--- src/hdl/adc_ctrl_pkg.sv ---
// constants, offsets and types for the converter control block
package adc_ctrl_pkg;

  // register byte offsets
  localparam logic [7:0] OFF_SC1 = 8'h00;
  localparam logic [7:0] OFF_SC2 = 8'h04;
  localparam logic [7:0] OFF_RES = 8'h08;
  localparam logic [7:0] OFF_CMPV = 8'h0C;
  localparam logic [7:0] OFF_CFG = 8'h10;
  localparam logic [7:0] OFF_APC = 8'h14;
  localparam logic [7:0] OFF_PER = 8'h18;
  localparam logic [7:0] OFF_IST = 8'h1C;
  localparam logic [7:0] OFF_IMSK = 8'h20;

  // field positions
  localparam int SC1_DONE_BIT = 7;
  localparam int SC1_IEN_BIT = 6;
  localparam int SC1_CONT_BIT = 5;
  localparam int SC2_ACTIVE_BIT = 7;
  localparam int SC2_HWT_BIT = 6;
  localparam int SC2_CMPEN_BIT = 5;
  localparam int SC2_CMPGE_BIT = 4;
  localparam int CFG_MODE8_BIT = 2;
  localparam int PER_SRC_BIT = 3;
  localparam int IST_DONE_BIT = 0;
  localparam int IST_CMP_BIT = 1;

  // selector codes
  localparam logic [4:0] CH_PIN_LAST = 5'h07;
  localparam logic [4:0] CH_GND_LAST = 5'h15;
  localparam logic [4:0] CH_TEMP = 5'h1A;
  localparam logic [4:0] CH_BGAP = 5'h1B;
  localparam logic [4:0] CH_REFH = 5'h1D;
  localparam logic [4:0] CH_REFL = 5'h1E;
  localparam logic [4:0] CH_OFF = 5'h1F;

  // reset values
  localparam logic [4:0] CH_RST = CH_OFF;
  localparam logic [1:0] CLKSEL_RST = 2'h0;
  localparam logic [2:0] RATE_RST = 3'h0;

  // conversion clock select
  localparam logic [1:0] CLKSEL_BUS = 2'h0;
  localparam logic [1:0] CLKSEL_HALF = 2'h1;
  localparam logic [1:0] CLKSEL_LOCAL = 2'h2;

  // timing
  localparam int CLK_PERIOD_NS = 50;
  localparam int KHZ_PERIOD_NS = 1000000;
  localparam int KHZ_CYCLES = KHZ_PERIOD_NS / CLK_PERIOD_NS;
  localparam int LOCAL_PERIOD_NS = 200;
  localparam int LOCAL_CYCLES = LOCAL_PERIOD_NS / CLK_PERIOD_NS;
  localparam logic [3:0] SAMPLE_TICKS = 4'h4;
  localparam logic [1:0] SETTLE_CYCLES = 2'h3;
  localparam logic [3:0] TOP_BIT = 4'h9;
  localparam logic [10:0] RATE_BASE = 11'h008;

  localparam logic [1:0] RESP_OKAY = 2'h0;
  localparam logic [1:0] RESP_SLVERR = 2'h2;

  typedef enum logic [2:0] {
    ST_IDLE = 3'b001,
    ST_SAMPLE = 3'b010,
    ST_CONV = 3'b100
  } conv_state_t;

endpackage : adc_ctrl_pkg

--- src/hdl/periodic_wakeup_counter.sv ---
// free-running periodic counter that issues the hardware trigger
`timescale 1ns/1ps
`default_nettype none
module periodic_wakeup_counter
  import adc_ctrl_pkg::*;
#(
  parameter int KHZ_DIV = KHZ_CYCLES
) (
  input wire logic aclk,
  input wire logic aresetn,
  input wire logic run,
  input wire logic src_ref,
  input wire logic ref_edge,
  input wire logic [2:0] rate_sel,
  output logic overflow
);

  if (KHZ_DIV < 2 || KHZ_DIV > 65535) begin : g_chk
    $error("KHZ_DIV out of range");
  end

  logic [15:0] pre_q, pre_d;
  logic [10:0] cnt_q, cnt_d;
  logic ovf_q, ovf_d;
  logic tick;
  logic [10:0] limit;

  always_comb begin
    limit = (RATE_BASE << (rate_sel - 3'h1)) - 11'h001;
    pre_d = pre_q;
    cnt_d = cnt_q;
    ovf_d = 1'b0;
    tick = 1'b0;
    // internal slow tick is a divider of the bus clock
    if (run) begin
      if (pre_q == 16'(KHZ_DIV - 1)) begin
        pre_d = 16'h0000;
        tick = !src_ref; // RQ6
      end else begin
        pre_d = pre_q + 16'h0001;
      end
      if (src_ref) begin
        tick = ref_edge; // RQ6
      end
    end
    // rate zero stops the counter
    if (rate_sel == 3'h0) begin
      cnt_d = 11'h000;
    end else if (tick) begin
      if (cnt_q >= limit) begin
        cnt_d = 11'h000;
        ovf_d = 1'b1; // RQ5
      end else begin
        cnt_d = cnt_q + 11'h001;
      end
    end
  end

  always_ff @(posedge aclk) begin
    if (!aresetn) begin
      pre_q <= 16'h0000;
      cnt_q <= 11'h000;
      ovf_q <= 1'b0;
    end else begin
      pre_q <= pre_d;
      cnt_q <= cnt_d;
      ovf_q <= ovf_d;
    end
  end

  assign overflow = ovf_q;

endmodule : periodic_wakeup_counter
`default_nettype wire

--- src/hdl/adc_channel_trigger_config.sv ---
// converter control: register slave, channel decode, sar sequencer
`timescale 1ns/1ps
`default_nettype none
// Summary of operation
// RQ1: decode selector to pins, ground, sensors, references
// RQ2: reserved codes give undefined results
// RQ3: software enables bandgap buffer before bandgap
// RQ4: conversion clock: bus, half bus, local
// RQ5: hardware trigger on each periodic overflow
// RQ6: periodic counter from reference or 1 kHz
// RQ7: periodic trigger runs in run, wait, stop3
// RQ8: stop3 needs both low-voltage enables set
// RQ9: keep converting in wait and stop3
// RQ10: ten-bit successive approximation, one bit per step
// RQ11: right-justified result, 10 or 8 bits
// RQ12: single and continuous; single returns idle
// RQ13: done flag with enabled interrupt
// RQ14: compare less-than or greater-equal, with interrupt
// RQ15: each pin gated by its enable bit
// RQ16: ground inputs convert to zero
// RQ17: control write aborts and restarts unless off; with hwt_q set the code aborts to idle and waits for the trigger
// RQ18: done clears on control write or result read
module adc_channel_trigger_config
  import adc_ctrl_pkg::*;
#(
  parameter int KHZ_DIV = KHZ_CYCLES,
  parameter int LOCAL_DIV = LOCAL_CYCLES
) (
  input wire logic aclk,
  input wire logic aresetn,
  input wire logic [7:0] awaddr,
  input wire logic awvalid,
  output logic awready,
  input wire logic [31:0] wdata,
  input wire logic [3:0] wstrb,
  input wire logic wvalid,
  output logic wready,
  output logic [1:0] bresp,
  output logic bvalid,
  input wire logic bready,
  input wire logic [7:0] araddr,
  input wire logic arvalid,
  output logic arready,
  output logic [31:0] rdata,
  output logic [1:0] rresp,
  output logic rvalid,
  input wire logic rready,
  input wire logic stop3_mode,
  input wire logic stop_other_mode,
  input wire logic lowvolt_detect_enable,
  input wire logic lowvolt_detect_stop_enable,
  input wire logic clock_module_ref_clock,
  input wire logic comparator_high,
  output logic [7:0] ext_pin_select,
  output logic [7:0] pin_analog_enable,
  output logic ground_select,
  output logic temp_sensor_select,
  output logic bandgap_select,
  output logic refh_select,
  output logic refl_select,
  output logic converter_on,
  output logic sample_hold,
  output logic [9:0] dac_code,
  output logic hw_conversion_trigger,
  output logic irq
);

  if (LOCAL_DIV < 1 || LOCAL_DIV > 255) begin : g_chk
    $error("LOCAL_DIV out of range");
  end

  // pin synchronisers
  logic ref_s1_q, ref_s2_q, ref_prev_q, cmp_s1_q, cmp_s2_q;
  always_ff @(posedge aclk) begin
    if (!aresetn) begin
      ref_s1_q <= 1'b0;
      ref_s2_q <= 1'b0;
      ref_prev_q <= 1'b0;
      cmp_s1_q <= 1'b0;
      cmp_s2_q <= 1'b0;
    end else begin
      ref_s1_q <= clock_module_ref_clock;
      ref_s2_q <= ref_s1_q;
      ref_prev_q <= ref_s2_q;
      cmp_s1_q <= comparator_high;
      cmp_s2_q <= cmp_s1_q;
    end
  end

  // register state
  logic ien_q, ien_d, cont_q, cont_d, done_q, done_d;
  logic [4:0] ch_q, ch_d;
  logic hwt_q, hwt_d, cmpen_q, cmpen_d, cmpge_q, cmpge_d;
  logic [9:0] cmpv_q, cmpv_d;
  logic mode8_q, mode8_d;
  logic [1:0] clksel_q, clksel_d;
  logic [7:0] apc_q, apc_d;
  logic psrc_q, psrc_d;
  logic [2:0] rate_q, rate_d;
  logic [1:0] ist_q, ist_d, imsk_q, imsk_d;

  // bus state
  logic aw_have_q, aw_have_d, w_have_q, w_have_d;
  logic [7:0] waddr_q, waddr_d;
  logic [31:0] wdata_q, wdata_d;
  logic [3:0] wstrb_q, wstrb_d;
  logic bvalid_q, bvalid_d, rvalid_q, rvalid_d;
  logic [1:0] bresp_q, bresp_d, rresp_q, rresp_d;
  logic [31:0] rdata_q, rdata_d;
  logic wr_fire, rd_fire, wr_sc1, rd_res, rd_ist, rd_ok;
  logic [31:0] rd_val;

  // conversion state
  conv_state_t state_q, state_d;
  logic [3:0] bit_q, bit_d, samp_q, samp_d;
  logic [1:0] settle_q, settle_d;
  logic [9:0] code_q, code_d, result_q, result_d, dac_q, dac_d;
  logic [9:0] code_fin, res_new;
  logic [7:0] div_q, div_d;
  logic half_q, half_d;
  logic conv_tick, run_ok, finish, match, gnd_sel, per_ovf;

  function automatic logic mapped(input logic [7:0] a);
    mapped = (a == OFF_SC1) || (a == OFF_SC2) || (a == OFF_RES) ||
             (a == OFF_CMPV) || (a == OFF_CFG) || (a == OFF_APC) ||
             (a == OFF_PER) || (a == OFF_IST) || (a == OFF_IMSK);
  endfunction : mapped

  assign awready = !aw_have_q;
  assign wready = !w_have_q;
  assign arready = !rvalid_q;
  assign wr_fire = aw_have_q && w_have_q && !bvalid_q;
  assign rd_fire = arvalid && arready;
  assign wr_sc1 = wr_fire && waddr_q == OFF_SC1 && wstrb_q[0];
  assign rd_res = rd_fire && araddr == OFF_RES;
  assign rd_ist = rd_fire && araddr == OFF_IST;

  always_comb begin
    rd_ok = 1'b1;
    if (araddr == OFF_SC1) begin
      rd_val = {24'h0, done_q, ien_q, cont_q, ch_q};
    end else if (araddr == OFF_SC2) begin
      rd_val = {24'h0, state_q != ST_IDLE, hwt_q, cmpen_q, cmpge_q, 4'h0};
    end else if (araddr == OFF_RES) begin
      rd_val = {22'h0, result_q};
    end else if (araddr == OFF_CMPV) begin
      rd_val = {22'h0, cmpv_q};
    end else if (araddr == OFF_CFG) begin
      rd_val = {29'h0, mode8_q, clksel_q};
    end else if (araddr == OFF_APC) begin
      rd_val = {24'h0, apc_q};
    end else if (araddr == OFF_PER) begin
      rd_val = {28'h0, psrc_q, rate_q};
    end else if (araddr == OFF_IST) begin
      rd_val = {30'h0, ist_q};
    end else if (araddr == OFF_IMSK) begin
      rd_val = {30'h0, imsk_q};
    end else begin
      rd_val = 32'h0;
      rd_ok = 1'b0;
    end
  end

  always_comb begin
    aw_have_d = aw_have_q;
    w_have_d = w_have_q;
    waddr_d = waddr_q;
    wdata_d = wdata_q;
    wstrb_d = wstrb_q;
    bvalid_d = bvalid_q;
    bresp_d = bresp_q;
    rvalid_d = rvalid_q;
    rresp_d = rresp_q;
    rdata_d = rdata_q;
    if (awvalid && awready) begin
      aw_have_d = 1'b1;
      waddr_d = {awaddr[7:2], 2'b00};
    end
    if (wvalid && wready) begin
      w_have_d = 1'b1;
      wdata_d = wdata;
      wstrb_d = wstrb;
    end
    if (wr_fire) begin
      aw_have_d = 1'b0;
      w_have_d = 1'b0;
      bvalid_d = 1'b1;
      bresp_d = mapped(waddr_q) ? RESP_OKAY : RESP_SLVERR;
    end else if (bvalid_q && bready) begin
      bvalid_d = 1'b0;
    end
    if (rd_fire) begin
      rvalid_d = 1'b1;
      rdata_d = rd_val;
      rresp_d = rd_ok ? RESP_OKAY : RESP_SLVERR;
    end else if (rvalid_q && rready) begin
      rvalid_d = 1'b0;
    end
  end

  // software registers, flags and sticky status
  always_comb begin
    ien_d = ien_q;
    cont_d = cont_q;
    ch_d = ch_q;
    hwt_d = hwt_q;
    cmpen_d = cmpen_q;
    cmpge_d = cmpge_q;
    cmpv_d = cmpv_q;
    mode8_d = mode8_q;
    clksel_d = clksel_q;
    apc_d = apc_q;
    psrc_d = psrc_q;
    rate_d = rate_q;
    imsk_d = imsk_q;
    if (wr_fire && wstrb_q[0]) begin
      if (waddr_q == OFF_SC1) begin
        ien_d = wdata_q[SC1_IEN_BIT];
        cont_d = wdata_q[SC1_CONT_BIT];
        ch_d = wdata_q[4:0];
      end else if (waddr_q == OFF_SC2) begin
        hwt_d = wdata_q[SC2_HWT_BIT];
        cmpen_d = wdata_q[SC2_CMPEN_BIT];
        cmpge_d = wdata_q[SC2_CMPGE_BIT];
      end else if (waddr_q == OFF_CMPV) begin
        cmpv_d[7:0] = wdata_q[7:0];
      end else if (waddr_q == OFF_CFG) begin
        mode8_d = wdata_q[CFG_MODE8_BIT];
        clksel_d = wdata_q[1:0];
      end else if (waddr_q == OFF_APC) begin
        apc_d = wdata_q[7:0]; // RQ15
      end else if (waddr_q == OFF_PER) begin
        psrc_d = wdata_q[PER_SRC_BIT];
        rate_d = wdata_q[2:0];
      end else if (waddr_q == OFF_IMSK) begin
        imsk_d = wdata_q[1:0];
      end
    end
    if (wr_fire && wstrb_q[1] && waddr_q == OFF_CMPV) begin
      cmpv_d[9:8] = wdata_q[9:8];
    end
    // a finishing conversion wins over a result-read clear in the same cycle; a control write cancels the finish
    done_d = (done_q && !wr_sc1 && !rd_res) || // RQ18
             (finish && (!cmpen_q || match)); // RQ13 RQ14
    ist_d = rd_ist ? 2'b00 : ist_q;
    if (finish) begin
      ist_d[IST_DONE_BIT] = 1'b1;
      ist_d[IST_CMP_BIT] = ist_d[IST_CMP_BIT] | (cmpen_q && match); // RQ14
    end
  end

  // conversion clock enable; the missing alternate source falls back
  // to the bus clock
  always_comb begin
    div_d = div_q;
    half_d = !half_q;
    conv_tick = 1'b1; // RQ4
    if (clksel_q == CLKSEL_HALF) begin
      conv_tick = half_q; // RQ4
    end else if (clksel_q == CLKSEL_LOCAL) begin
      conv_tick = div_q == 8'(LOCAL_DIV - 1); // RQ4
    end
    div_d = conv_tick && clksel_q == CLKSEL_LOCAL ? 8'h00 : div_q + 8'h01;
  end

  // wait keeps running; stop3 only with both supervisor enables
  assign run_ok = !stop_other_mode && (!stop3_mode ||
    (lowvolt_detect_enable && lowvolt_detect_stop_enable)); // RQ8 RQ9

  periodic_wakeup_counter #(
    .KHZ_DIV(KHZ_DIV)
  ) u_periodic (
    .aclk(aclk),
    .aresetn(aresetn),
    .run(!stop_other_mode), // RQ7
    .src_ref(psrc_q),
    .ref_edge(ref_s2_q && !ref_prev_q),
    .rate_sel(rate_q),
    .overflow(per_ovf)
  );

  assign gnd_sel = ch_q > CH_PIN_LAST && ch_q <= CH_GND_LAST;
  assign res_new = mode8_q ? {2'b00, code_fin[9:2]} : code_fin; // RQ11
  assign match = cmpge_q ? res_new >= cmpv_q : res_new < cmpv_q; // RQ14

  always_comb begin
    state_d = state_q;
    bit_d = bit_q;
    samp_d = samp_q;
    settle_d = settle_q;
    code_d = code_q;
    result_d = result_q;
    code_fin = code_q;
    finish = 1'b0;
    case (state_q)
      ST_IDLE: begin
        if (per_ovf && hwt_q && ch_q != CH_OFF) begin
          state_d = ST_SAMPLE; // RQ5
          samp_d = 4'h0;
        end
      end
      ST_SAMPLE: begin
        if (conv_tick && run_ok) begin
          if (samp_q == SAMPLE_TICKS - 4'h1) begin
            state_d = ST_CONV;
            bit_d = TOP_BIT;
            code_d = 10'h000;
            settle_d = SETTLE_CYCLES;
          end else begin
            samp_d = samp_q + 4'h1;
          end
        end
      end
      ST_CONV: begin
        // comparator needs the dac to settle and the sync to catch up
        if (settle_q != 2'h0) begin
          settle_d = settle_q - 2'h1;
        end else if (conv_tick && run_ok) begin
          if (cmp_s2_q && !gnd_sel) begin // RQ16
            code_fin = code_q | (10'h001 << bit_q); // RQ10
          end
          code_d = code_fin;
          settle_d = SETTLE_CYCLES;
          if (bit_q == 4'h0) begin
            finish = 1'b1;
            result_d = res_new; // RQ11
            samp_d = 4'h0;
            state_d = cont_q ? ST_SAMPLE : ST_IDLE; // RQ12
          end else begin
            bit_d = bit_q - 4'h1; // RQ10
          end
        end
      end
      default: state_d = ST_IDLE;
    endcase
    if (wr_sc1) begin
      finish = 1'b0;
      samp_d = 4'h0;
      state_d = wdata_q[4:0] != CH_OFF && !hwt_q ? ST_SAMPLE : ST_IDLE; // RQ17
    end
    dac_d = state_d == ST_CONV ? code_d | (10'h001 << bit_d) : 10'h000;
  end

  always_ff @(posedge aclk) begin
    if (!aresetn) begin
      aw_have_q <= 1'b0;
      w_have_q <= 1'b0;
      waddr_q <= 8'h00;
      wdata_q <= 32'h0;
      wstrb_q <= 4'h0;
      bvalid_q <= 1'b0;
      bresp_q <= RESP_OKAY;
      rvalid_q <= 1'b0;
      rresp_q <= RESP_OKAY;
      rdata_q <= 32'h0;
      ien_q <= 1'b0;
      cont_q <= 1'b0;
      done_q <= 1'b0;
      ch_q <= CH_RST;
      hwt_q <= 1'b0;
      cmpen_q <= 1'b0;
      cmpge_q <= 1'b0;
      cmpv_q <= 10'h000;
      mode8_q <= 1'b0;
      clksel_q <= CLKSEL_RST;
      apc_q <= 8'h00;
      psrc_q <= 1'b0;
      rate_q <= RATE_RST;
      ist_q <= 2'h0;
      imsk_q <= 2'h0;
      state_q <= ST_IDLE;
      bit_q <= 4'h0;
      samp_q <= 4'h0;
      settle_q <= 2'h0;
      code_q <= 10'h000;
      result_q <= 10'h000;
      dac_q <= 10'h000;
      div_q <= 8'h00;
      half_q <= 1'b0;
    end else begin
      aw_have_q <= aw_have_d;
      w_have_q <= w_have_d;
      waddr_q <= waddr_d;
      wdata_q <= wdata_d;
      wstrb_q <= wstrb_d;
      bvalid_q <= bvalid_d;
      bresp_q <= bresp_d;
      rvalid_q <= rvalid_d;
      rresp_q <= rresp_d;
      rdata_q <= rdata_d;
      ien_q <= ien_d;
      cont_q <= cont_d;
      done_q <= done_d;
      ch_q <= ch_d;
      hwt_q <= hwt_d;
      cmpen_q <= cmpen_d;
      cmpge_q <= cmpge_d;
      cmpv_q <= cmpv_d;
      mode8_q <= mode8_d;
      clksel_q <= clksel_d;
      apc_q <= apc_d;
      psrc_q <= psrc_d;
      rate_q <= rate_d;
      ist_q <= ist_d;
      imsk_q <= imsk_d;
      state_q <= state_d;
      bit_q <= bit_d;
      samp_q <= samp_d;
      settle_q <= settle_d;
      code_q <= code_d;
      result_q <= result_d;
      dac_q <= dac_d;
      div_q <= div_d;
      half_q <= half_d;
    end
  end

  // reserved codes select nothing, so their result is meaningless
  assign converter_on = state_q != ST_IDLE && ch_q != CH_OFF; // RQ1 RQ2
  for (genvar i = 0; i < 8; i++) begin : g_pin
    assign ext_pin_select[i] = converter_on && ch_q == 5'(i) &&
                               apc_q[i]; // RQ1 RQ15
  end
  assign ground_select = converter_on && (gnd_sel || ch_q == CH_REFL); // RQ1
  assign temp_sensor_select = converter_on && ch_q == CH_TEMP; // RQ1
  // bandgap is only valid if software powered its buffer first
  assign bandgap_select = converter_on && ch_q == CH_BGAP; // RQ1 RQ3
  assign refh_select = converter_on && ch_q == CH_REFH; // RQ1
  assign refl_select = converter_on && ch_q == CH_REFL; // RQ1
  assign pin_analog_enable = apc_q;
  assign sample_hold = state_q == ST_SAMPLE;
  assign dac_code = dac_q;
  assign hw_conversion_trigger = per_ovf;
  assign irq = (done_q && ien_q) || |(ist_q & imsk_q); // RQ13

  assign bvalid = bvalid_q;
  assign bresp = bresp_q;
  assign rvalid = rvalid_q;
  assign rresp = rresp_q;
  assign rdata = rdata_q;

endmodule : adc_channel_trigger_config
`default_nettype wire

--- config.mk ---
export PLATFORM = sky130hd
export DESIGN_NAME = adc_channel_trigger_config
export DESIGN_NICKNAME = d
export VERILOG_FILES = /design/src/hdl/adc_ctrl_pkg.sv /design/src/hdl/periodic_wakeup_counter.sv /design/src/hdl/adc_channel_trigger_config.sv
export SDC_FILE = /design/constraint.sdc
export NUM_CORES = 1
export LEC_CHECK = 0
export BUFFER_PORTS_ARGS = -buffer_cell sky130_fd_sc_hd__buf_2
export CAP_MARGIN = 0
export CELL_PAD_IN_SITES_DETAIL_PLACEMENT = 1
export CELL_PAD_IN_SITES_GLOBAL_PLACEMENT = 1
export CORE_MARGIN = 10
export CORE_UTILIZATION = 46
export DETAILED_ROUTE_END_ITERATION = 8
export GPL_TIMING_DRIVEN = 0
export PLACE_DENSITY_LB_ADDON = 0.1
export RECOVER_POWER = 50
export SLEW_MARGIN = 25
export SYNTH_ARGS = -nofsm -noshare
export SYNTH_HDL_FRONTEND = slang
export SYNTH_HIERARCHICAL = 1
export SYNTH_SLANG_ARGS = --single-unit
--- constraint.sdc ---
create_clock -name aclk -period 6.6 [get_ports aclk]
set_input_delay 0.33 -clock aclk [delete_from_list [all_inputs] [get_ports aclk]]
set_output_delay 0.33 -clock aclk [all_outputs]
set_load 0.01 [all_outputs]
==> metrics.md, run 1 <==
| Metric | Value |
|---|---|
| Clock tree buffer depth | `2` |
| Gates resized, CTS repair | `0` |
| Cell-by-cell listing of the critical path | `nor3b_1, or3_1, clkbuf_1, nor2_1, buf_2, a31oi_1, mux2i_1, ha_1, a21o_1, a21o_1, a2111oi_0, mux2i_1, o21ai_1` |
| DRC violation total after the first TritonRoute iteration | `564` |
| Global-route wire length before repair | `43.2 mm` |
| Crit-path leading delay family | `compound AO/OA/AOI/OAI gates` |
| Type of the worst min-delay path | `input pin to flop` |
| Sum of routed wire length over all layers | `26.8 mm` |
| CTS HTree Levels | `4` |
| Chip height | `155 µm` |
| Antenna viol nets, final | `0` |
| Placed Instance Area | `0.00919 mm²` |
| Post-synthesis instance area | `0.00837 mm²` |
| Clock tree root driver cell | `clkbuf_16` |
| Clock period minus worst slack | `4.26 ns` |
| Commonest cells after routing, fill and taps aside | `159 x dfxtp_1, 118 x nand2_1, 80 x clkbuf_1, 73 x nor2_1, 57 x buf_2` |
| Grt ovf | `0` |
| Die footprint | `0.0240 mm²` |
| Inserted Clock Buffers | `17` |
| Startpoint of the lowest-slack hold path | `awvalid` |
| Clk Latency, worst-skew pair | `0.44 ns` |
| Worst min-delay path endpoint | `aw_have_q` |
| Post-synth EDFFs | `0` |
| Number of detailed-route iterations in the first pass | `5` |
| Max Clock Skew | `0.00768 ns` |
| Cell area after layout | `0.00972 mm²` |
| Number of unique standard cell types used by synthesis | `73` |
| Unrepaired setup endpoints after global routing | `false` |
| Number of max-cap violations | `0` |
| Hold Crit Depth | `3` |
| Kind of start point of the critical path | `flop` |
| Share of the clock period used by the worst path after layout | `0.645` |
| Pwr per Cell Area | `219 mW/mm²` |
| Via density | `5.70` |
| Overall via count from detail_route | `7,731` |
| Row count | `49` |
| Part of the Yosys area used for sequential elements | `0.380` |
| Total net switching power | `527 µW` |
| Final setup vio count | `0` |
| Area growth from synthesis to layout | `16.1%` |
| Final Net Count | `1,209` |
| Total internal power | `1.60 mW` |
| Required time worst endpoint | `6.92 ns` |
| Start-to-end type of the worst setup path | `flop to flop` |
| Clock tree from TritonCTS | `yes` |
| Largest net degree at the start of global routing | `17` |
| Cells after DPL | `1,324` |
| RR Endpoint | `ist_q[1]` |
| Post-Syn Instances | `983` |
| Vias in the first global route | `7,872` |
| Routed wirelength normalized by instance count | `19.8 µm` |
| Commonest non-fill, non-tap cell in the layout | `dfxtp_1` |
| DP HPWL | `20.4 mm` |
| Register-to-register setup slack | `2.34 ns` |
| Initial antenna violation count | `1` |
| Average instance area after synthesis | `8.51 µm²` |
| R2R cell count | `13` |
| Arrival time reported for the critical path endpoint | `4.57 ns` |
| Post-synthesis async set-or-reset flop share | `0` |
| Cell Count, Final, Fillers Out | `1,356` |
| CTS Hold Buffers Added | `0` |
| Fmax | `0.235 GHz` |
| Primary FF master, synth | `dfxtp_1` |
| Yosys warning count | `6` |
| Worst R2R Start | `clksel_q[0]` |
| Run status | `complete, no violations` |
| Largest vdd supply drop | `181 µV` |
| Final Hold Viols | `0` |
| Relative slew slack | `0.0383` |
| Power share of the clock group | `0.471` |
| Width of the chip | `155 µm` |
| Filler cell count in the final layout | `2,239` |
| Largest stage delay on the critical path | `0.55 ns` |
| Proportion of layout cells with a drive suffix above 1 | `0.131` |
| Sequential fraction of design power | `0.468` |
| Number of buffers added on ports | `89` |
| Total number of clock tree sinks | `159` |
| GPL Wtd Cong | `0.862` |
| Reported leakage power | `3.94 nW` |
| Comb pwr share | `0.062` |
| Post-detailed-route DRC marker count | `0` |
| Setup_tns | `0 ns` |
| Overall Global Routing Usage | `0.224` |
| Critical-path maximum fanout | `10` |
| Final-report max-slew violation count | `0` |
| Core Region | `0.0179 mm²` |
| Switching Share | `0.248` |
| Synth Register Bits | `159` |
| Cell type of the slowest stage on the worst timing path | `a2111oi_0` |
| Critical Path End Type | `flop` |
| Setup fix buffers added after clock tree synthesis | `0` |
| Boundary pin count | `141` |
| Crit path buffers/inverters | `2` |
| Slew at the pin closest to its max-slew limit | `1.43 ns` |
| Initial core utilization | `0.467` |
| Clock slew seen by the registers of the worst setup and hold paths | `0.07 ns` |
## power by group through the flow
stage	clock network [mW]	logic, mW	registers [mW]
3_3_place_gp	0	0.129	1.02
6_report	1.00	0.131	0.995
2_1_floorplan	0	0.0821	1.01
5_1_grt	1.06	0.147	0.997
4_1_cts	1.02	0.133	0.995
3_5_place_dp	0	0.132	1.02
## final cells by class
cell class / count / area, µm² / area share
inverters: 27 / 101 / 0.0104
flip-flops and latches: 159 / 3180 / 0.327
repair buffers: 89 / 395 / 0.0407
clock inverters: 13 / 156 / 0.0161
clock buffers: 18 / 439 / 0.0452
well taps: 229 / 287 / 0.0295
multi-input cells: 745 / 4770 / 0.490
plain buffers: 75 / 389 / 0.0400
diodes: 1 / 2.50 / 0.000257
## registers in the layout, indices dropped and copies added (netlist names), 2 cells and up
signal             count
u_periodic/pre_q      16
u_periodic/cnt_q      11
cmpv_q                10
code_q                10
dac_code              10
rdata                 10
result_q              10
wdata_q               10
div_q                  8
pin_analog_enable      8
waddr_q                6
ch_q                   5
bit_q                  4
samp_q                 4
rate_q                 3
state_q                3
clksel_q               2
imsk_q                 2
ist_q                  2
settle_q               2
wstrb_q                2
## cell usage after synthesis, drive strengths merged (3+ instances only)
master   number  share of area
mux2          5         0.0067
a22oi         4         0.0036
o41ai         7          0.014
and2         19          0.014
a21o          5         0.0045
nand4b        3         0.0031
buf          35          0.029
mux2i        33          0.039
nand2b       14          0.011
or3b          4         0.0045
o22ai         9         0.0067
nand2       118          0.053
dfxtp       159           0.38
clkbuf       40          0.018
a31o          8         0.0084
nand4        16          0.012
a22o          5         0.0052
nor2b        45          0.034
nor2         73          0.033
nand3b        3         0.0027
xnor2        11          0.012
a222oi        4         0.0048
a41oi         4         0.0042
a2111oi       3         0.0031
xor2         12          0.013
inv          27          0.012
a221oi        7         0.0073
o21ai        29          0.018
a21oi        26          0.016
a32oi         9         0.0094
and3         42          0.031
o211a         4         0.0048
nor4          7         0.0078
ha           30          0.045
or3           5         0.0037
a31oi        12         0.0090
nor3b         6         0.0060
nand3        42          0.026
o32ai         4         0.0051
a21boi       33          0.030
nor3         27          0.016
nor4b         3         0.0031
o31ai        11         0.0099
## logic make-up after synthesis
group / count (synthesis) / share of synthesized area
simple gates: 436 / 0.271
compound gates: 193 / 0.174
flops: 159 / 0.380
buf+inv: 102 / 0.0586
mux: 38 / 0.0462
fa+ha+maj: 30 / 0.0449
xor+xnor: 23 / 0.0241
other cells: 2 / 0.000897
## metal layers
metal	routed length, µm	track usage
met1	11800	0.276
met2	13200	0.379
met3	1270	0.0491
met4	538	0.0715
met5	0	0
## worst max path at each step
| stage | cells past startpoint | slack (ns) | to | startpoint |
|---|---|---|---|---|
| final | 13 | 2.34 | ist_q[1] | clksel_q[0] |
| after global routing | 13 | 2.02 | ist_q[1] | clksel_q[0] |
| after CTS | 13 | 2.41 | ist_q[1] | clksel_q[0] |
| after detailed placement | 13 | 2.49 | done_q | clksel_q[0] |
| after global placement | 13 | 2.45 | ist_q[1] | clksel_q[0] |
| after floorplan | 13 | 3.42 | u_periodic/cnt_q[3] | rate_q[1] |
## through the flow
step                utilization  hold WS [ns]  total power, mW  setup slack (ns)
floorplan                     -         0.393             1.09              3.42
global placement          0.513         0.405             1.14              2.45
detailed placement        0.513         0.410             1.15              2.49
CTS                       0.547         0.109             2.15              2.41
global route              0.543         0.114             2.21              2.02
finish                    0.543         0.124             2.13              2.34
## worst reg2reg max path, stage by stage (launching register included)
cell and delay (ns):
dfxtp_1 0.45, nor3b_1 0.43, or3_1 0.18, clkbuf_1 0.23, nor2_1 0.11, buf_2 0.24, a31oi_1 0.52, mux2i_1 0.24
ha_1 0.35, a21o_1 0.16, a21o_1 0.17, a2111oi_0 0.55, mux2i_1 0.39, o21ai_1 0.11
Power figures use the tool's default switching activity.
==> inputs of run 2 (changes only) <==
CORE_UTILIZATION = 42   (was 46)
clock period = 4.2 ns   (was 6.6 ns; I/O delays follow)
==> metrics.md, run 2 (synthesized netlist as in run 1, its figures left out) <==
| Metric | Value |
|---|---|
| Clock tree root driver cell | `clkbuf_16` |
| Initial antenna violation count | `0` |
| Clock period minus worst slack | `3.98 ns` |
| Setup_tns | `0 ns` |
| Largest net degree at the start of global routing | `17` |
| Flip-flop count of the largest register, all copies and words added | `16` |
| Via density | `5.51` |
| Clock tree buffer depth | `2` |
| Setup fix buffers added after clock tree synthesis | `0` |
| Global-route wire length before repair | `43.6 mm` |
| Core Region | `0.0195 mm²` |
| Start-to-end type of the worst setup path | `flop to flop` |
| Run status | `finished with violations` |
| Post-detailed-route DRC marker count | `0` |
| Inserted Clock Buffers | `17` |
| Grt ovf | `0` |
| Unrepaired setup endpoints after global routing | `false` |
| Largest vdd supply drop | `264 µV` |
| Routed wirelength normalized by instance count | `19.8 µm` |
| Cell Count, Final, Fillers Out | `1,392` |
| Chip height | `161 µm` |
| Largest registers | `u_periodic/pre_q (16), u_periodic/cnt_q (11)` |
| Number of detailed-route iterations in the first pass | `5` |
| Pwr per Cell Area | `335 mW/mm²` |
| Proportion of layout cells with a drive suffix above 1 | `0.134` |
| DP HPWL | `21.0 mm` |
| DRC violation total after the first TritonRoute iteration | `359` |
| CTS HTree Levels | `4` |
| Vias in the first global route | `7,902` |
| Boundary pin count | `141` |
| Final Power | `3.28 mW` |
| Share of the clock period used by the worst path after layout | `0.947` |
| Overall via count from detail_route | `7,674` |
| Final Hold Viols | `0` |
| Commonest non-fill, non-tap cell in the layout | `dfxtp_1` |
| Initial core utilization | `0.429` |
| Slew at the pin closest to its max-slew limit | `1.48 ns` |
| Fmax | `0.251 GHz` |
| Commonest cells after routing, fill and taps aside | `159 x dfxtp_1, 118 x nand2_1, 82 x clkbuf_1, 73 x nor2_1, 55 x buf_2` |
| Final-report max-slew violation count | `0` |
| Critical Path End Type | `flop` |
| Clock slew seen by the registers of the worst setup and hold paths | `0.07 ns` |
| Sum of routed wire length over all layers | `27.6 mm` |
| Cells after DPL | `1,360` |
| Arrival time reported for the critical path endpoint | `4.29 ns` |
| Clk Latency, worst-skew pair | `0.44 ns` |
| Kind of start point of the critical path | `flop` |
| Number of max-cap violations | `1` |
| Type of the worst min-delay path | `input pin to flop` |
| Required time worst endpoint | `4.51 ns` |
| Violations in the final reports | `capacitance limit` |
| Largest register by flop count | `u_periodic/pre_q` |
| Max Clock Skew | `0.00879 ns` |
| Clock tree from TritonCTS | `yes` |
| Row count | `51` |
| Final Net Count | `1,210` |
| Area growth from synthesis to layout | `16.8%` |
| Total number of clock tree sinks | `159` |
| Relative slew slack | `0.00661` |
| Number of buffers added on ports | `89` |
| Die footprint | `0.0260 mm²` |
| Width of the chip | `161 µm` |
| Final setup vio count | `0` |
| Overall Global Routing Usage | `0.208` |
| GPL Wtd Cong | `0.853` |
| Reported leakage power | `3.93 nW` |
| Critical-path maximum fanout | `10` |
| Antenna viol nets, final | `0` |
| # diodes | `0` |
==> run 2: cell types whose count changed in the layout (fill, tap and decap cells not counted), sizes merged <==
| cell | previous run | this run |
|---|---|---|
| buf | 84 | 82 |
| diode | 1 | 0 |
| clkbuf | 98 | 100 |
| dlygate4sd3 | 0 | 2 |
| inv | 32 | 30 |
| bufinv | 2 | 1 |
| clkinv | 4 | 6 |
==> run 2: power breakdown <==
group | total [mW] | leakage [nW] | switching, mW | internal (mW)
sequential | 1.56 | 1.29 | 0.0291 | 1.53
clock | 1.50 | 0.270 | 0.671 | 0.832
combinational | 0.211 | 2.37 | 0.131 | 0.0801
total | 3.28 | 3.93 | 0.830 | 2.45
==> run 2: layout make-up <==
cell class	count	area, µm²
Sequential cell	159	3180
Buffer	74	384
Clock buffer	19	443
Multi-Input combinational cell	745	4800
Fill cell	2433	9750
Clock inverter	12	113
Inverter	27	101
Tap cell	265	332
Timing Repair Buffer	91	414
==> run 2: critical path, cell delays in order, from the launching register on <==
cell	delay [ns]
dfxtp_1	0.48
nand2b_1	0.13
a31oi_1	0.56
nor2_1	0.14
buf_2	0.25
a31oi_2	0.37
mux2i_1	0.23
ha_1	0.34
a21o_1	0.16
a21o_1	0.17
a2111oi_1	0.52
mux2i_1	0.39
o21ai_1	0.12
==> run 2: metrics by stage <==
step	setup slack, ns	utilization	area [µm²]	hold WS, ns
2_1_floorplan	1.02	-	8450	0.326
3_3_place_gp	-0.0842	0.473	9230	0.401
3_5_place_dp	-0.0220	0.473	9240	0.414
4_1_cts	0.0329	0.503	9830	0.00734
5_1_grt	0.0201	0.501	9770	0.0263
6_report	0.223	0.501	9770	0.00638
==> run 2: timing repair <==
action                     4_1_cts  5_1_grt
gates resized for setup          3        5
setup endpoints to repair        2        5
hold buffers                     2        0
hold endpoints to repair         2        0
==> run 2: metal layers <==
layer  vias to the layer above  global-route usage  part of all wire
met5                         -                   0                 0
met4                         0              0.0525             0.014
met3                        26              0.0379             0.041
met2                       143               0.352              0.48
met1                      3766               0.267              0.46
li1                       3739                   -                 -
==> run 2: path summary, 6_finish.rpt <==
path | from | end | slack [ns] | cells past startpoint
setup reg to reg | clksel_q[1] | ist_q[1] | 0.22 | 12
hold / removal | awvalid | aw_have_q | 0.006 | 3
hold reg to reg | ref_s1_q | ref_s2_q | 0.43 | 1
setup / recovery | clksel_q[1] | ist_q[1] | 0.22 | 12
==> inputs of run 3 (changes only) <==
HOLD_SLACK_MARGIN = 0.06   (was default)
==> metrics.md, run 3 (synthesized netlist as in run 1, its figures left out) <==
| Metric | Value |
|---|---|
| Final Hold Viols | `0` |
| Run status | `finished with violations` |
| # diodes | `0` |
| Core Region | `0.0195 mm²` |
| Comb pwr share | `0.070` |
| Unrepaired setup endpoints after global routing | `false` |
| Area of the multi-input gates | `0.00480 mm²` |
| Global-route wire length before repair | `44.2 mm` |
| Final Net Count | `1,232` |
| Area growth from synthesis to layout | `19.4%` |
| Clock tree from TritonCTS | `yes` |
| Reported leakage power | `4.02 nW` |
| Number of detailed-route iterations in the first pass | `4` |
| Share of the clock period used by the worst path after layout | `0.958` |
| Proportion of layout cells with a drive suffix above 1 | `0.131` |
| Violations in the final reports | `capacitance limit, slew limit` |
| Number of max-cap violations | `1` |
| Fmax | `0.248 GHz` |
| Placed Instance Area | `0.00924 mm²` |
| GR met3 Demand/Resource | `0.0376` |
| Largest register by flop count | `u_periodic/pre_q` |
| Inserted Clock Buffers | `17` |
| Type of the worst min-delay path | `input pin to flop` |
| Boundary pin count | `141` |
| DP HPWL | `21.0 mm` |
| Clock slew seen by the registers of the worst setup and hold paths | `0.07 ns` |
| Global routing's busiest layer | `met2` |
| Clock tree buffer depth | `2` |
| Commonest cells after routing, fill and taps aside | `159 x dfxtp_1, 118 x nand2_1, 83 x clkbuf_1, 73 x nor2_1, 54 x buf_2` |
| DRC violation total after the first TritonRoute iteration | `400` |
| Required time worst endpoint | `4.50 ns` |
| Clock period minus worst slack | `4.02 ns` |
| Total internal power | `2.46 mW` |
| Final-report max-slew violation count | `1` |
| Overall Global Routing Usage | `0.211` |
| Pwr per Cell Area | `329 mW/mm²` |
| Arrival time reported for the critical path endpoint | `4.33 ns` |
| Critical Path End Type | `flop` |
| Initial antenna violation count | `0` |
| Sequential cell area | `0.00318 mm²` |
| Via density | `5.48` |
| Commonest non-fill, non-tap cell in the layout | `dfxtp_1` |
| Overall via count from detail_route | `7,750` |
| Final Power | `3.29 mW` |
| Power share of the clock group | `0.455` |
| Largest registers | `u_periodic/pre_q (16), u_periodic/cnt_q (11)` |
| Cell area after layout | `0.00999 mm²` |
| Final standard cell utilization of the core | `0.512` |
| GR Util met1 | `0.268` |
| Sum of routed wire length over all layers | `27.9 mm` |
| Flip-flop count of the largest register, all copies and words added | `16` |
| CTS HTree Levels | `4` |
| Largest net degree at the start of global routing | `17` |
| Clock tree root driver cell | `clkbuf_16` |
| Row count | `51` |
| Switching Share | `0.252` |
| Initial core utilization | `0.429` |
| Post-detailed-route DRC marker count | `0` |
| Cells after DPL | `1,360` |
| Critical-path maximum fanout | `10` |
| Total net switching power | `829 µW` |
| GPL Wtd Cong | `0.853` |
| Relative slew slack | `-0.00372` |
| Number of buffers added on ports | `89` |
| Die footprint | `0.0260 mm²` |
| Filler cell count in the final layout | `2,411` |
| Kind of start point of the critical path | `flop` |
| Chip height | `161 µm` |
| Setup fix buffers added after clock tree synthesis | `0` |
| Start-to-end type of the worst setup path | `flop to flop` |
| Fin Hold WS | `0.0708 ns` |
| Routed wirelength normalized by instance count | `19.8 µm` |
| Largest vdd supply drop | `260 µV` |
| Max Clock Skew | `0.00846 ns` |
| Sequential fraction of design power | `0.475` |
| Met2 Usage GRT | `0.361` |
| Width of the chip | `161 µm` |
| Final setup vio count | `0` |
| Grt ovf | `0` |
| Clk Latency, worst-skew pair | `0.43 ns` |
| Antenna viol nets, final | `0` |
| Total number of clock tree sinks | `159` |
| Vias in the first global route | `8,002` |
| Cell Count, Final, Fillers Out | `1,414` |
| Slew at the pin closest to its max-slew limit | `1.49 ns` |
run 3: final cells by class:
type,instances,area share
plain buffers,74,0.0384
flip-flops and latches,159,0.319
repair buffers,113,0.0634
well taps,265,0.0332
clock buffers,19,0.0443
clock inverters,12,0.0113
multi-input cells,745,0.481
inverters,27,0.0101
run 3: path summary, 6_finish.rpt:
kind / startpoint / to / slack (ns) / cells past startpoint
max: clksel_q[0] / ist_q[1] / 0.18 / 13
max reg2reg: clksel_q[0] / ist_q[1] / 0.18 / 13
min: awaddr[2] / waddr_q[2] / 0.07 / 3
min reg2reg: ref_s1_q / ref_s2_q / 0.43 / 1
run 3: worst max-delay path: stages (launching register included):
cell and delay, ns:
dfxtp_1 0.40, nor3b_2 0.21, or3_1 0.35, clkbuf_1 0.17
nor2_1 0.18, buf_2 0.30, a31oi_2 0.22, mux2i_1 0.38
ha_1 0.32, a21o_1 0.16, a21o_1 0.17, a2111oi_1 0.52
mux2i_1 0.40, o21ai_1 0.13
run 3: timing repair:
action / CTS / global route
setup endpoints to repair: 2 / 5
resized for setup: 3 / 5
pin swaps: 0 / 0
endpoints found under the hold margin: 23 / 0
gates cloned: 0 / 0
hold buffers: 24 / 0
run 3: metal layers:
metal	up-vias	routed length (µm)
li1	3790	-
met3	31	1090
met2	148	13600
met4	0	431
met1	3781	12800
met5	-	0
run 3: through the flow:
stage	TNS (ns)	setup WS, ns
final	0	0.175
after floorplan	0	1.02
after global placement	-0.168	-0.0842
after detailed placement	-0.0431	-0.0220
after global routing	0	0.0201
after CTS	0	0.0329
run 3: power by group through the flow:
stage               registers, mW  clock network (mW)  logic (mW)
floorplan                    1.59                   0       0.129
global placement             1.60                   0       0.207
detailed placement           1.60                   0       0.210
CTS                          1.56                1.53       0.230
global route                 1.57                1.58       0.254
finish                       1.56                1.50       0.229
